### src/logic/ctpwm_defines.vh
// constants for the cascaded 16-bit timer / pwm block
// Summary of operation
// - timer mode joins both 8-bit counters into one 16-bit counter on prescaled ticks.
// - once started, counter equal to match raises period pulse, clears, keeps counting.
// - match register takes effect at once; software must not change it while running.
// - timer source is one of four prescaled clocks, first picked by prescaler source select.
// - event counter mode counts falling edges of the external count pin.
// - count pin levels must last two cycles; external source rate is limited.
// - pwm toggles flop on compare equality, toggles again on overflow, clears, pulses.
// - pwm counter may use internal prescaled clock or external count pin.
// - output flop loads from init bit; reset clears it to 0.
// - pwm pin is driven with the inverse of the output flop.
// - pwm compare is double buffered; moves at period pulse, at once when stopped.
// - running pwm compare reads return active value until next period pulse.
// - stopping holds the pin; only a later init bit write changes its level.
// - pwm mode adds low freq clock, high freq clock / 2 and high freq clock sources.
// - clearing upper control bit 3 stops; clearing bit 7 while stopped clears flop, pin high.
`ifndef CTPWM_DEFINES_VH
`define CTPWM_DEFINES_VH
// register byte offsets, address bits 4:2
`define CTPWM_A_LCTL     3'h0
`define CTPWM_A_UCTL     3'h1
`define CTPWM_A_MLO      3'h2
`define CTPWM_A_MHI      3'h3
`define CTPWM_A_CLO      3'h4
`define CTPWM_A_CHI      3'h5
`define CTPWM_A_CFG      3'h6
`define CTPWM_A_CNT      3'h7
// control fields
`define CTPWM_B_START    3
`define CTPWM_B_TFF      7
`define CTPWM_F_MODE     2:0
`define CTPWM_F_CSEL     6:4
`define CTPWM_B_PSEL     0
// mode codes
`define CTPWM_M_LOW16    3'h3
`define CTPWM_M_TIMER    3'h4
`define CTPWM_M_PWM      3'h6
// source select codes
`define CTPWM_S_DIV11    3'h0
`define CTPWM_S_DIV7     3'h1
`define CTPWM_S_DIV5     3'h2
`define CTPWM_S_DIV3     3'h3
`define CTPWM_S_FS       3'h4
`define CTPWM_S_DIV1     3'h5
`define CTPWM_S_FC       3'h6
`define CTPWM_S_EXT      3'h7
// prescaler taps
`define CTPWM_PRE_W      11
`define CTPWM_PRE11      11'h7ff
`define CTPWM_PRE7       11'h07f
`define CTPWM_PRE5       11'h01f
`define CTPWM_PRE3       11'h007
`define CTPWM_PRE1       11'h001
`define CTPWM_FS3        3'h7
// reset values and the 16-bit counter top
`define CTPWM_RST8       8'h00
`define CTPWM_RST16      16'h0000
`define CTPWM_TOP16      16'hffff
`define CTPWM_RST32      32'h0000_0000
`endif

### src/logic/ctpwm_top.v
// cascaded 16-bit timer, event counter and pwm with wishbone registers
//
// Chosen here: the Wishbone interface to the registers and the address map.
`timescale 1ns/10ps
`include "ctpwm_defines.vh"
module ctpwm_top
(
  // clock and reset
  input  wire        clk_i,
  input  wire        rst_i,
  // wishbone slave
  input  wire        cyc_i,
  input  wire        stb_i,
  input  wire        we_i,
  input  wire [4:0]  adr_i,
  input  wire [3:0]  sel_i,
  input  wire [31:0] dat_i,
  output reg  [31:0] dat_o,
  output reg         ack_o,
  // clock sources and power state
  input  wire        fs_tick_i,
  input  wire        low_speed_mode_i,
  // pins
  input  wire        external_count_pin_i,
  output reg         pwm_out_pin_n_o,
  output reg         period_match_irq_o
);
  // registers
  reg  [7:0]  lower_ctl_q;
  reg  [7:0]  upper_ctl_q;
  reg  [7:0]  match_low_byte_q;
  reg  [7:0]  match_high_byte_q;
  reg  [7:0]  compare_low_byte_q;
  reg  [7:0]  compare_high_byte_q;
  reg  [15:0] compare_act_q;
  reg         prescaler_source_sel_q;
  reg  [15:0] count_q;
  reg         out_flop_q;
  reg  [10:0] pre_q;
  reg  [2:0]  fs_pre_q;
  reg         tick_q;

  wire        ext_fall;
  wire        bus_req;
  wire        wr_en;
  wire [2:0]  reg_a;
  wire [2:0]  csel;
  wire        start;
  wire        mode_timer;
  wire        mode_pwm;
  wire        run;
  wire [15:0] match_val;
  wire        at_match;
  wire        at_cmp;
  wire        at_top;
  wire        period_evt;
  wire [7:0]  cnt_lo_nx;
  wire        lo_wrap;

  reg         tick_d;
  reg  [7:0]  rdat;

  ctpwm_sync u_sync
  (
    .clk_i  (clk_i),
    .rst_i  (rst_i),
    .pin_i  (external_count_pin_i),
    .fall_o (ext_fall)
  );

  // bus decode: one wait state, ack for one cycle
  assign bus_req = cyc_i & stb_i & ~ack_o;
  assign wr_en   = bus_req & we_i & sel_i[0];
  assign reg_a   = adr_i[4:2];

  assign csel  = lower_ctl_q[`CTPWM_F_CSEL];
  assign start = upper_ctl_q[`CTPWM_B_START];
  // 16-bit modes only with both mode fields set
  assign mode_timer = (lower_ctl_q[`CTPWM_F_MODE] == `CTPWM_M_LOW16) &&
                      (upper_ctl_q[`CTPWM_F_MODE] == `CTPWM_M_TIMER);
  assign mode_pwm   = (lower_ctl_q[`CTPWM_F_MODE] == `CTPWM_M_LOW16) &&
                      (upper_ctl_q[`CTPWM_F_MODE] == `CTPWM_M_PWM);
  assign run        = start & (mode_timer | mode_pwm);

  assign match_val = {match_high_byte_q, match_low_byte_q};
  assign at_match  = (count_q == match_val);
  assign at_cmp    = (count_q == compare_act_q);
  assign at_top    = (count_q == `CTPWM_TOP16);
  assign period_evt = run & tick_q & (mode_pwm ? at_top : at_match);

  // lower half and its carry into the upper half
  assign cnt_lo_nx = count_q[7:0] + 8'h01;
  assign lo_wrap   = (count_q[7:0] == 8'hff);

  // source tick selection
  always @*
  begin
    tick_d = 1'b0;
    case (csel)
      `CTPWM_S_DIV11:
        tick_d = prescaler_source_sel_q | low_speed_mode_i ?
                 (fs_tick_i & (fs_pre_q == `CTPWM_FS3)) :
                 (pre_q == `CTPWM_PRE11);
      `CTPWM_S_DIV7:
        tick_d = ~low_speed_mode_i & ((pre_q & `CTPWM_PRE7) == `CTPWM_PRE7);
      `CTPWM_S_DIV5:
        tick_d = ~low_speed_mode_i & ((pre_q & `CTPWM_PRE5) == `CTPWM_PRE5);
      `CTPWM_S_DIV3:
        tick_d = ~low_speed_mode_i & ((pre_q & `CTPWM_PRE3) == `CTPWM_PRE3);
      `CTPWM_S_FS:
        tick_d = mode_pwm & fs_tick_i;
      `CTPWM_S_DIV1:
        tick_d = mode_pwm & ~low_speed_mode_i & ((pre_q & `CTPWM_PRE1) == `CTPWM_PRE1);
      `CTPWM_S_FC:
        tick_d = mode_pwm & ~low_speed_mode_i;
      `CTPWM_S_EXT:
        tick_d = ext_fall;
      default:
        tick_d = 1'b0;
    endcase
  end

  // prescalers run free so the source phase is independent of start
  always @(posedge clk_i)
  begin
    if (rst_i)
    begin
      pre_q    <= {`CTPWM_PRE_W{1'b0}};
      fs_pre_q <= 3'h0;
      tick_q   <= 1'b0;
    end
    else
    begin
      pre_q  <= pre_q + 11'h001;
      tick_q <= tick_d;
      if (fs_tick_i)
      begin
        fs_pre_q <= fs_pre_q + 3'h1;
      end
    end
  end

  // counter, output flop and period pulse
  always @(posedge clk_i)
  begin
    if (rst_i)
    begin
      count_q            <= `CTPWM_RST16;
      out_flop_q         <= 1'b0;
      period_match_irq_o <= 1'b0;
      compare_act_q      <= `CTPWM_RST16;
    end
    else
    begin
      period_match_irq_o <= period_evt;
      if (run & tick_q)
      begin
        if (period_evt)
        begin
          count_q <= `CTPWM_RST16;
        end
        else
        begin
          count_q[7:0] <= cnt_lo_nx;
          if (lo_wrap)
          begin
            count_q[15:8] <= count_q[15:8] + 8'h01;
          end
        end
      end
      // output flop: toggles in pwm, else loaded from the init bit by upper control writes while stopped
      if (wr_en && reg_a == `CTPWM_A_UCTL && !start)
      begin
        out_flop_q <= dat_i[`CTPWM_B_TFF];
      end
      else if (mode_pwm & run & tick_q & (at_top | at_cmp))
      begin
        out_flop_q <= ~out_flop_q;
      end
      // staged compare moves at period end, or follows at once while stopped
      if (!run)
      begin
        compare_act_q <= {compare_high_byte_q, compare_low_byte_q};
      end
      else if (mode_pwm & period_evt)
      begin
        compare_act_q <= {compare_high_byte_q, compare_low_byte_q};
      end
    end
  end

  // pin shows the inverse of the output flop; holds while stopped
  always @(posedge clk_i)
  begin
    if (rst_i)
    begin
      pwm_out_pin_n_o <= 1'b1;
    end
    else
    begin
      pwm_out_pin_n_o <= ~out_flop_q;
    end
  end

  // register writes
  always @(posedge clk_i)
  begin
    if (rst_i)
    begin
      lower_ctl_q            <= `CTPWM_RST8;
      upper_ctl_q            <= `CTPWM_RST8;
      match_low_byte_q       <= `CTPWM_RST8;
      match_high_byte_q      <= `CTPWM_RST8;
      compare_low_byte_q     <= `CTPWM_RST8;
      compare_high_byte_q    <= `CTPWM_RST8;
      prescaler_source_sel_q <= 1'b0;
    end
    else if (wr_en)
    begin
      case (reg_a)
        `CTPWM_A_LCTL: lower_ctl_q <= dat_i[7:0];
        `CTPWM_A_UCTL: upper_ctl_q <= dat_i[7:0];
        `CTPWM_A_MLO:  match_low_byte_q <= dat_i[7:0];
        `CTPWM_A_MHI:  match_high_byte_q <= dat_i[7:0];
        `CTPWM_A_CLO:  compare_low_byte_q <= dat_i[7:0];
        `CTPWM_A_CHI:  compare_high_byte_q <= dat_i[7:0];
        `CTPWM_A_CFG:  prescaler_source_sel_q <= dat_i[`CTPWM_B_PSEL];
        default:       lower_ctl_q <= lower_ctl_q;
      endcase
    end
  end

  // read mux: running pwm shows the active compare, not the staged one
  always @*
  begin
    rdat = `CTPWM_RST8;
    case (reg_a)
      `CTPWM_A_LCTL: rdat = lower_ctl_q;
      `CTPWM_A_UCTL: rdat = upper_ctl_q;
      `CTPWM_A_MLO:  rdat = match_low_byte_q;
      `CTPWM_A_MHI:  rdat = match_high_byte_q;
      `CTPWM_A_CLO:  rdat = compare_act_q[7:0];
      `CTPWM_A_CHI:  rdat = compare_act_q[15:8];
      `CTPWM_A_CFG:  rdat = {7'h00, prescaler_source_sel_q};
      default:       rdat = `CTPWM_RST8;
    endcase
  end

  // bus answer
  always @(posedge clk_i)
  begin
    if (rst_i)
    begin
      ack_o <= 1'b0;
      dat_o <= `CTPWM_RST32;
    end
    else
    begin
      ack_o <= bus_req;
      if (bus_req && reg_a == `CTPWM_A_CNT)
      begin
        dat_o <= {16'h0000, count_q};
      end
      else if (bus_req)
      begin
        dat_o <= {24'h000000, rdat};
      end
    end
  end
endmodule // ctpwm_top

### src/logic/ctpwm_sync.v
// two-flop synchroniser with falling edge detect for the count pin
`timescale 1ns/10ps
module ctpwm_sync
(
  // clock and reset
  input  wire clk_i,
  input  wire rst_i,
  // pin and event
  input  wire pin_i,
  output reg  fall_o
);
  reg meta_q;
  reg sync_q;
  reg last_q;

  always @(posedge clk_i)
  begin
    if (rst_i)
    begin
      meta_q <= 1'b1;
      sync_q <= 1'b1;
      last_q <= 1'b1;
      fall_o <= 1'b0;
    end
    else
    begin
      meta_q <= pin_i;
      sync_q <= meta_q;
      last_q <= sync_q;
      fall_o <= last_q & ~sync_q;
    end
  end
endmodule // ctpwm_sync

### config.mk
export PLATFORM = sky130hd
export DESIGN_NAME = ctpwm_top
export DESIGN_NICKNAME = d
export VERILOG_FILES = /design/src/logic/ctpwm_top.v /design/src/logic/ctpwm_sync.v
export VERILOG_INCLUDE_DIRS = /design/src /design/src/logic
export SDC_FILE = /design/constraint.sdc
export NUM_CORES = 1
export LEC_CHECK = 0
export ABC_AREA = 1
export ABC_CLOCK_PERIOD_IN_PS = 1800
export BUFFER_PORTS_ARGS = -buffer_cell sky130_fd_sc_hd__buf_2
export CORE_AREA = 2 2 118 120
export DETAILED_ROUTE_END_ITERATION = 12
export DIE_AREA = 0 0 120 122
export PLACE_DENSITY = 0.76
export SETUP_SLACK_MARGIN = 0.15
export SYNTH_ARGS = -nofsm -noshare
export SYNTH_HDL_FRONTEND = slang
export SYNTH_SLANG_ARGS = --single-unit
### constraint.sdc
create_clock -name clk_i -period 1.8 [get_ports clk_i]
set_input_delay 0.27 -clock clk_i [delete_from_list [all_inputs] [get_ports clk_i]]
set_output_delay 0.27 -clock clk_i [all_outputs]
set_load 0.01 [all_outputs]
Word level (Yosys, flattened, before mapping) --
Cells that the tools add are included.
Operators by class: $add $sub $neg 4, eq/ne operators 27, mux-type cells 12, bitwise logic cells 26, reduce and logical (&&, ||, !) cells 19
Operators with widths (count):
- two-way mux 16 bit | 5
- case mux 8 bit (7 select lines) | 1
- equality test 3 bit (second input constant) | 12
- equality test 16 bit | 2
- AND 1 bit | 19
- adder 8 x 1 -> 8 bit (second input constant) | 2
- equality test 16 bit (second input constant) | 1
- AND reduction 2 bit | 8
- equality test 3 x 2 -> 1 bit (second input constant) | 5
- adder 11 x 1 -> 11 bit (second input constant) | 1
- equality test 11 bit (second input constant) | 1
- equality test 8 bit (second input constant) | 1
- two-way mux 8 bit | 1
- case mux 1 bit (8 select lines) | 1
- equality test 7 bit (second input constant) | 1
- equality test 3 x 1 -> 1 bit (second input constant) | 2
- zero test 3 bit | 2
- nonzero test 2 bit | 3
- equality test 5 bit (second input constant) | 1
- logical AND 1 bit | 5
- two-way mux 1 bit | 4
- inverter 1 bit | 4
- adder 3 x 1 -> 3 bit (second input constant) | 1
- bitwise OR 1 bit | 3
- other kinds (2) | 2
Storage, ports and cells: register bits 120, input bits 49, output and inout port bits 35, logic and storage cells 110

Depth between registers and ports, before layout --
Gate-level depths: netlist of run 1.
word-level depth 9, depth in mapped cells 15, gate-level depth less buffers 14

Modules after synthesis --
A second synthesis of run 1 with hierarchy kept.
Second synthesis, totals: cell total of the unflattened synthesis 824, area total of the unflattened synthesis 5753.0 sq um
Modules (own cells, without submodules):
- ctpwm_top | times used 1, cells each 814, area an instance 5642.9 sq um, sequential area each 2322.2 sq um
- ctpwm_sync | times used 1, cells each 10, area an instance 110.1 sq um, sequential area each 80.1 sq um

Worst setup path before layout of run 1 --
No wires, ideal clock.
path kind register -> register, from register count_q[1], to register compare_act_q[10], library setup time 0.110 ns, arrival 1.650 ns, data required time 1.690 ns, path slack 0.040 ns, stages on the path, launching flop included 16, buffers on the path 1, clock period less this slack 1.760 ns, cell sequence dfxtp_1 -> ha_1 -> nand2_1 -> inv_2 -> nand2_1 -> nor2_2 -> nand2_2 -> nor2_4 -> nor2_2 -> nor2_4 -> nand2_4 -> nand2_4 -> inv_4 -> buf_6 -> nor2_2 -> nor2_1
On the way: longest elaborated chain between the ends 5, elaborated cells between the ends (all ways) 6, those cells by class 3 x eq/ne; 1 x mux; 2 x bitwise
RTL lines:
- from (decl) | RTL line ctpwm_top.v:37 | reg [15:0] count_q;
- from (signal assigned) | RTL line ctpwm_top.v:148 | count_q <= `CTPWM_RST16;
- from (signal assigned) | RTL line ctpwm_top.v:160 | count_q <= `CTPWM_RST16;
- from (signal assigned) | RTL line ctpwm_top.v:164 | count_q[7:0] <= cnt_lo_nx;
- equality test 16 bit, on equally long branches
- two-way mux 1 bit (*) | RTL line ctpwm_top.v:89 | assign period_evt = run & tick_q & (mode_pwm ? at_top : at_match);
- AND 1 bit (*) | RTL line ctpwm_top.v:89
- AND 1 bit (*) | RTL line ctpwm_top.v:185 | else if (mode_pwm & period_evt)
- != test 2 x 1 -> 1 bit (no source line) (*)
- to (signal assigned) | RTL line ctpwm_top.v:151 | compare_act_q <= `CTPWM_RST16;
- to (signal assigned) | RTL line ctpwm_top.v:183 | compare_act_q <= {compare_high_byte_q, compare_low_byte_q};
- to (signal assigned) | RTL line ctpwm_top.v:187 | compare_act_q <= {compare_high_byte_q, compare_low_byte_q};
- to (decl) | RTL line ctpwm_top.v:35 | reg [15:0] compare_act_q;
Every way passes the cells marked *; elsewhere a longest branch is shown, timed or not. A chain may end at the register's enable or synchronous reset.

Final worst setup path of run 1 --
from register count_q[0], to register compare_act_q[5]
Same word-level chain as after synthesis.

==> results of run 1 <==
[cells in the mapped netlist (11+ instances only)]
master,count
nand2_1,162
nor2_1,137
dfxtp_1,120
inv_1,86
o21ai_0,62
a21oi_1,57
nand3_1,36
buf_4,18
nor2_2,14
clkbuf_1,13
nand3_2,12
xnor2_1,12
inv_2,11
xor2_1,11
[cell type report]
type / instances / area share, %
clock buffers: 20 / 6.52
clock inverters: 11 / 1.66
repair buffers: 84 / 8.47
multi-input cells: 589 / 42.1
inverters: 100 / 5.28
flip-flops and latches: 120 / 33.0
well taps: 180 / 3.07
[metrics by stage]
step / cells / setup slack [ns] / instance area [sq um] / power [mW]
floorplan: 849 / 0.133 / 5960 / 2.95
global placement: 1063 / 0.0915 / 6450 / 3.05
detailed placement: 1063 / 0.0836 / 6450 / 3.05
CTS: 1100 / 0.134 / 7170 / 6.43
global route: 1104 / 0.0274 / 7330 / 6.61
finish: 1104 / 0.129 / 7330 / 6.41
[power by group]
part	switching, mW	internal, mW	total, mW	leakage [nW]
sequential	0.0187	2.68	2.70	0.973
clock	1.22	2.18	3.40	0.281
combinational	0.209	0.102	0.312	1.84
total	1.45	4.96	6.41	3.09
[registers in the layout, summed over array words and instances (netlist names)]
name,flops
ack_o,1
compare_act_q,16
compare_high_byte_q,8
compare_low_byte_q,8
count_q,16
dat_o,16
fs_pre_q,3
lower_ctl_q,8
match_high_byte_q,8
match_low_byte_q,8
out_flop_q,1
period_match_irq_o,1
pre_q,11
prescaler_source_sel_q,1
pwm_out_pin_n_o,1
tick_q,1
u_sync.fall_o,1
u_sync.last_q,1
u_sync.meta_q,1
u_sync.sync_q,1
upper_ctl_q,8
[how the worst min path moves through the flow]
stage | from | end | slack (ns)
after CTS | external_count_pin_i | u_sync.meta_q | 0.03
after floorplan | external_count_pin_i | u_sync.meta_q | 0.37
after detailed placement | u_sync.meta_q | u_sync.sync_q | 0.40
after global placement | u_sync.meta_q | u_sync.sync_q | 0.40
after global routing | external_count_pin_i | u_sync.meta_q | 0.04
final | external_count_pin_i | u_sync.meta_q | 0.04
[cells by family (layout without fill, tap and decap cells)]
group | count (synthesis) | after routing | share of synthesized area (%)
compound gates | 150 | 150 | 13.5
xor+xnor | 23 | 23 | 3.43
fa+ha+maj | 7 | 7 | 1.49
buf+inv | 140 | 215 | 10.5
flops | 120 | 120 | 40.9
mux | 1 | 1 | 0.170
other cells | 1 | 16 | 0.0638
simple gates | 392 | 392 | 29.9
[worst max-delay path: stages (launching register included)]
cell and delay [ns]:
dfxtp_4 0.36, ha_4 0.13, nand2_2 0.05, inv_2 0.05, nand2_2 0.05, nor2_4 0.12, nand2_4 0.08, nor2_4 0.10
nor2_2 0.05, nor2_4 0.13, nand2_4 0.11, buf_12 0.16, nand3_2 0.05, nand2_1 0.07, nor2_1 0.10
[routing by layer]
layer	up-vias	part of all wire [%]	global-route usage [%]	wire, microns
li1	2794	-	-	-
met1	2511	44	30.2	7110
met2	259	46	36.3	7410
met3	33	8.3	5.20	1350
met4	0	2.0	7.72	318
met5	-	0	0	0
[timing repair]
| item | CTS | global route |
|---|---|---|
| hold buffers | 0 | 0 |
| setup endpoints to repair | 23 | 54 |
| buffers inserted | 5 | 4 |
| gates resized for setup | 17 | 39 |
| pin swaps | 2 | 22 |
| cloned | 1 | 0 |
==> qor.yml, run 1 <==
synthesis:
  yosysWarnings: 0
  synth_top_area_share_pct: 40.9
  yosys.area.top_type: "dfxtp_1"
  syn_inst: 834
  synth_cell_types: 42
  synthTopCellsByArea: "dfxtp_1 41%, nand2_1 10%, nor2_1 8.8%, inv_1 5.5%, o21ai_0 5.3%"
  synth-edff-count: 0
  synth-seq-cells: 120
  synth.avg_cell_area_sq_um: 7.05
  ys_seq_area_share_pct: 40.9
  synthFlopType: "dfxtp_1"
  synth-async-reset-ratio_pct: 0
  synth_area_sq_um: 5880
sta:
  slew_violations: 0
  clock.fmax_ghz: 0.599
  finalSetupTns_ns: 0
  setup_viol: 0
  fin_skew_ns: 0.00963
  hold_viol: 0
  finalCriticalPeriod_ns: 1.67
  hold_ws_ns: 0.0375
  timing.final.crit_share_pct: 92.8
  rsz0062_at_grt: "true"
clock_tree:
  clk-insertion-delay-late_ns: 0.42
  htree_num_levels: 4
  cts_tree: "done"
  clockRootBuffer: "clkbuf_16"
  clk_pin_slew_worst_paths_ns: 0.05
  clock_path_buffers: 2
  cts.sinks: 120
  numCtsBuffers: 17
finish:
  final_cell_mix: "154 x nand2_1, 128 x nor2_1, 114 x dfxtp_1"
  antenna_cells: 0
  finalNetCount: 968
  fill_cells: 1217
  area_growth_pct: 24.7
  drive_gt1_share_pct: 22.1
  final_util_pct: 54.3
  layout_commonest_cell: "nand2_1"
  multiInputGateArea_sq_um: 3080
  regArea_sq_um: 2410
floorplanning:
  fp.dieH_microns: 122
  rows: 43
  die_x_microns: 120
  dieArea_sq_um: 14600
  io_pins: 84
  start_util_pct: 43.5
  core_area_sq_um: 13500
global_routing:
  grt_pass1_vias: 5085
  grt_max_degree: 36
  antenna_found_initial: 0
  grt_pass1_wl_mm: 25.8
  grt_overflow_total: 0
  globalRouteTotalUtil_pct: 22.7
drt:
  routedWlPerCell_microns: 14.7
  drtIter0Drc: 587
  ant_nets: 0
  drcViolationCount: 0
  vias: 5597
  drt-total-wl_mm: 16.2
  via_per_inst: 5.07
  dr.pass1.iters: 7
worst_setup_path:
  r2r-start: "count_q[0]"
  r2r_cells: 14
  worstPathRequired_ns: 2.15
  startpoint: "count_q[0]"
  reg2reg_to: "compare_act_q[5]"
  worstSetupPathType: "reg -> reg"
  reg2reg_slack_ns: 0.13
  path_max_fanout: 8
  crit_path_end_kind: "flop"
  cp-endpoint: "compare_act_q[5]"
  start_kind: "flop"
  critPathArrivalTime_ns: 2.02
placed_design:
  io_buffer_count: 38
  globalplace.congestion: 0.935
  dp.final_hpwl_mm: 11.3
outcome:
  status: "finished, final reports clean"
power_and_ir_drop:
  leakage_nw: 3.09
  power.density_nw_per_um2: 875
  ir_drop_mv: 0.669
worst_hold_path:
  whs_path_depth: 2
  hp-class: "in -> reg"
run:
  cap_violations: 0
Note: power is estimated with default switching activity, not from simulation.
==> run 2, diff against run 1 <==
--- a/config.mk
+++ b/config.mk
@@ -6,13 +6,14 @@
 export SDC_FILE = /design/constraint.sdc
 export NUM_CORES = 1
 export LEC_CHECK = 0
-export ABC_AREA = 1
+export ABC_AREA = 0
 export ABC_CLOCK_PERIOD_IN_PS = 1800
 export BUFFER_PORTS_ARGS = -buffer_cell sky130_fd_sc_hd__buf_2
-export CORE_AREA = 2 2 118 120
+export CORE_AREA = 2 2 116 118
+export CTS_BUF_LIST = sky130_fd_sc_hd__clkbuf_16
 export DETAILED_ROUTE_END_ITERATION = 12
-export DIE_AREA = 0 0 120 122
-export PLACE_DENSITY = 0.76
+export DIE_AREA = 0 0 118 120
+export PLACE_DENSITY = 0.77
 export SETUP_SLACK_MARGIN = 0.15
 export SYNTH_ARGS = -nofsm -noshare
 export SYNTH_HDL_FRONTEND = slang
==> run 2 against run 1 <==
The flow now finishes with violations (negative setup slack). Design area fell by 1.1%. Total power shrank 4.4%. Largest cell class unchanged. Synthesized area decreased by 3.6%. Critical endpoint is now count_q[14]. First-iteration DRC count decreased by 36%. Clock-buffer cell count shrank 3. Critical path depth shrank 8. Routed wire length is 6.8% lower. Critical path type unchanged. Utilization is 1.6 points higher. Maximum frequency is 7.5% lower. Largest power group unchanged.
==> qor.yml, run 2 <==
synthesis:
  synth-edff-count: 0  # unchanged
  yosys.area.top_type: "dfxtp_1"  # unchanged
  syn_inst: 612  # was 834
  synth_cell_types: 56  # was 42
  ys_seq_area_share_pct: 42.4  # was 40.9%
  synthTopCellsByArea: "dfxtp_1 42%, mux2i_1 13%, nor2_1 8.0%, xnor2_1 6.0%, nand2_1 2.5%"  # was dfxtp_1 41%, nand2_1 10%, nor2_1 8.8%, inv_1 5.5%, o21ai_0 5.3%
  synth_top_area_share_pct: 42.4  # was 40.9%
  yosysMostFrequentCell: "nor2_1"  # was nand2_1
  synthFlopType: "dfxtp_1"  # unchanged
  synth-async-reset-ratio_pct: 0  # unchanged
  synth-seq-cells: 120  # unchanged
  synth_area_sq_um: 5670  # was 5880 sq um
  synth.avg_cell_area_sq_um: 9.26  # was 7.05 sq um
  synth_common_cells: "121 x nor2_1, 120 x dfxtp_1, 75 x mux2i_1"  # was 162 x nand2_1, 137 x nor2_1, 120 x dfxtp_1
  yosysWarnings: 0  # unchanged
finish:
  antenna_cells: 0  # unchanged
  reg_top3: "compare_act_q (16), count_q (16), dat_o (16)"  # unchanged
  final_cell_mix: "120 x nor2_1, 102 x dfxtp_1, 73 x mux2i_1"  # was 154 x nand2_1, 128 x nor2_1, 114 x dfxtp_1
  regArea_sq_um: 2450  # was 2410 sq um
  fill_cells: 1103  # was 1217
  finalNetCount: 760  # was 968
  drive_gt1_share_pct: 29.1  # was 22.1%
  multiInputGateArea_sq_um: 3140  # was 3080 sq um
  area_growth_pct: 27.9  # was 24.7%
  instances_no_fill: 893  # was 1104
  layout_commonest_cell: "nor2_1"  # was nand2_1
outcome:
  violations: "negative setup slack"
  status: "finished with violations"  # was finished, final reports clean
floorplanning:
  start_util_pct: 43.7  # was 43.5%
  core_area_sq_um: 13000  # was 13500 sq um
  dieArea_sq_um: 14200  # was 14600 sq um
  rows: 42  # was 43
  die_x_microns: 118  # was 120 microns
  io_pins: 84  # unchanged
  fp.dieH_microns: 120  # was 122 microns
power_and_ir_drop:
  p_clk_share_pct: 51.1  # was 53.0%
  power_frac_comb_pct: 5.1  # was 4.9%
  p_total_mw: 6.13  # was 6.41 mW
  switchingPower_mw: 1.37  # was 1.45 mW
  switching_share_pct: 22.3  # was 22.6%
  ir_drop_mv: 0.620  # was 0.669 mV
  leakage_nw: 2.89  # was 3.09 nW
  p_int_mw: 4.76  # was 4.96 mW
  power.density_nw_per_um2: 845  # was 875 nW/um^2
  share_seq_of_total_power_pct: 43.8  # was 42.1%
sta:
  slew_violations: 0  # unchanged
  tightest_slew_ns: 0.554
  hold_ws_ns: 0.0259  # was 0.0375 ns
  finalSetupTns_ns: -0.00600  # was 0 ns
  timing.final.crit_share_pct: 100  # was 92.8%
  finalCriticalPeriod_ns: 1.81  # was 1.67 ns
  rsz0062_at_grt: "true"  # unchanged
  clock.fmax_ghz: 0.554  # was 0.599 GHz
  fin_skew_ns: 0.0150  # was 0.00963 ns
  relSlewSlack_pct: 62.8
  setup_viol: 1  # was 0
  setup_slack_ns: -0.00600  # was 0.129 ns
  hold_viol: 0  # unchanged
clock_tree:
  cts.sinks: 120  # unchanged
  clk_pin_slew_worst_paths_ns: 0.05  # about the same
  cts_tree: "done"  # unchanged
  htree_num_levels: 4  # unchanged
  clockRootBuffer: "clkbuf_16"  # unchanged
  hold_buffers: 0  # unchanged
  numCtsBuffers: 17  # unchanged
  clk-insertion-delay-late_ns: 0.42  # about the same
  clock_path_buffers: 2  # unchanged
worst_setup_path:
  worstPathRequired_ns: 2.10  # was 2.15 ns
  path_cells: "nand4b_1, or3_4, nor2_4, nand3_1, xor2_1, nor2_1"  # was ha_4, nand2_2, inv_2, nand2_2, nor2_4, nand2_4, nor2_4, nor2_2, nor2_4, nand2_4, buf_12, nand3_2, nand2_1, nor2_1
  path_max_fanout: 7  # was 8
  crit_path_end_kind: "flop"  # unchanged
  start_kind: "flop"  # unchanged
  crit_path_max_incr_delay_ns: 0.50  # was 0.36 ns
  worstSetupPathType: "reg -> reg"  # unchanged
  critPathArrivalTime_ns: 2.10  # was 2.02 ns
  crit_slowest_cell: "or3_4"  # was dfxtp_4
drt:
  routedWlPerCell_microns: 16.9  # was 14.7 microns
  drt-total-wl_mm: 15.1  # was 16.2 mm
  via_per_inst: 5.40  # was 5.07
  drcViolationCount: 0  # unchanged
  dr.pass1.iters: 5  # was 7
  vias: 4821  # was 5597
  ant_nets: 0  # unchanged
  drtIter0Drc: 377  # was 587
global_routing:
  grt_overflow_total: 0  # unchanged
  globalRouteTotalUtil_pct: 21.7  # was 22.7%
  grt_pass1_vias: 4613  # was 5085
  antenna_found_initial: 0  # unchanged
  grt_pass1_wl_mm: 23.6  # was 25.8 mm
  grt_max_degree: 50  # was 36
run:
  cap_violations: 0  # unchanged
placed_design:
  dp_slack_ns: -0.145  # was 0.0836 ns
  post-place-cells: 850  # was 1063
  dp.final_hpwl_mm: 10.3  # was 11.3 mm
  globalplace.congestion: 0.998  # was 0.935
  io_buffer_count: 38  # unchanged
worst_hold_path:
  hp-class: "in -> reg"  # unchanged
-- run 2: cell count changes in the layout (fill, tap and decap cells not counted), sizes merged, moves of 11 or more --
cell / before / now
xnor2: 12 / 39
a21oi: 57 / 13
nand3: 48 / 13
a22oi: 1 / 12
inv: 98 / 8
nand2: 166 / 37
buf: 84 / 115
nor2: 155 / 128
mux2i: 1 / 75
o21ai: 71 / 9
-- run 2: logic make-up (layout without fill, tap and decap cells) --
group           count (synthesis)  count (layout)  share of synthesized area, %
simple gates                  233             233                          19.8
mux                            79              79                          14.2
compound gates                 56              56                          6.89
buf+inv                        62             152                          6.73
other cells                     1              16                        0.0662
flops                         120             120                          42.4
xor+xnor                       54              54                          8.35
fa+ha+maj                       7               7                          1.55
-- run 2: what timing repair did --
action	4_1_cts	5_1_grt
buffers inserted	4	5
cloned	1	1
gates resized for setup	34	26
setup endpoints to repair	36	63
hold endpoints to repair	0	0
pin swaps	9	14
-- run 2: layer usage --
metal	vias up	GRT usage (%)	routed length, microns
li1	2256	-	-
met5	-	0	0
met4	0	9.71	504
met3	49	7.51	1320
met1	2297	26.2	6220
met2	219	35.0	7040
-- run 2: power by group through the flow --
stage	combinational [mW]	sequential (mW)	clock (mW)
2_1_floorplan	0.196	2.75	0
3_3_place_gp	0.289	2.75	0
3_5_place_dp	0.298	2.75	0
4_1_cts	0.301	2.68	3.19
5_1_grt	0.339	2.68	3.31
6_report	0.315	2.68	3.13
-- run 2: final cells by class --
type	count	area share [%]
clock buffer	17	5.87
clock inverter	15	1.67
inverter	4	0.207
multi-input combinational	445	43.3
sequential	120	33.8
tap	176	3.04
timing repair buffer	116	12.1
-- run 2: critical path: cells and delay by family, from the launching register on --
kind,cells,cell delay (ns)
AND/OR/NAND/NOR,5,1.17
flip-flops,1,0.30
XOR/XNOR,1,0.19
-- run 2: final timing paths --
kind / end / cells after the start / slack (ns) / startpoint
max: count_q[14] / 6 / -0.006 / lower_ctl_q[2]
min reg2reg: u_sync.fall_o / 2 / 0.41 / u_sync.last_q
min: u_sync.meta_q / 2 / 0.03 / external_count_pin_i
max reg2reg: count_q[14] / 6 / -0.006 / lower_ctl_q[2]
-- run 2: through the flow --
stage	instance area (sq um)	utilization, %
after global placement	6370	49.1
after global routing	7250	55.9
after floorplan	5750	-
final	7250	55.9
after CTS	7080	54.6
after detailed placement	6370	49.1
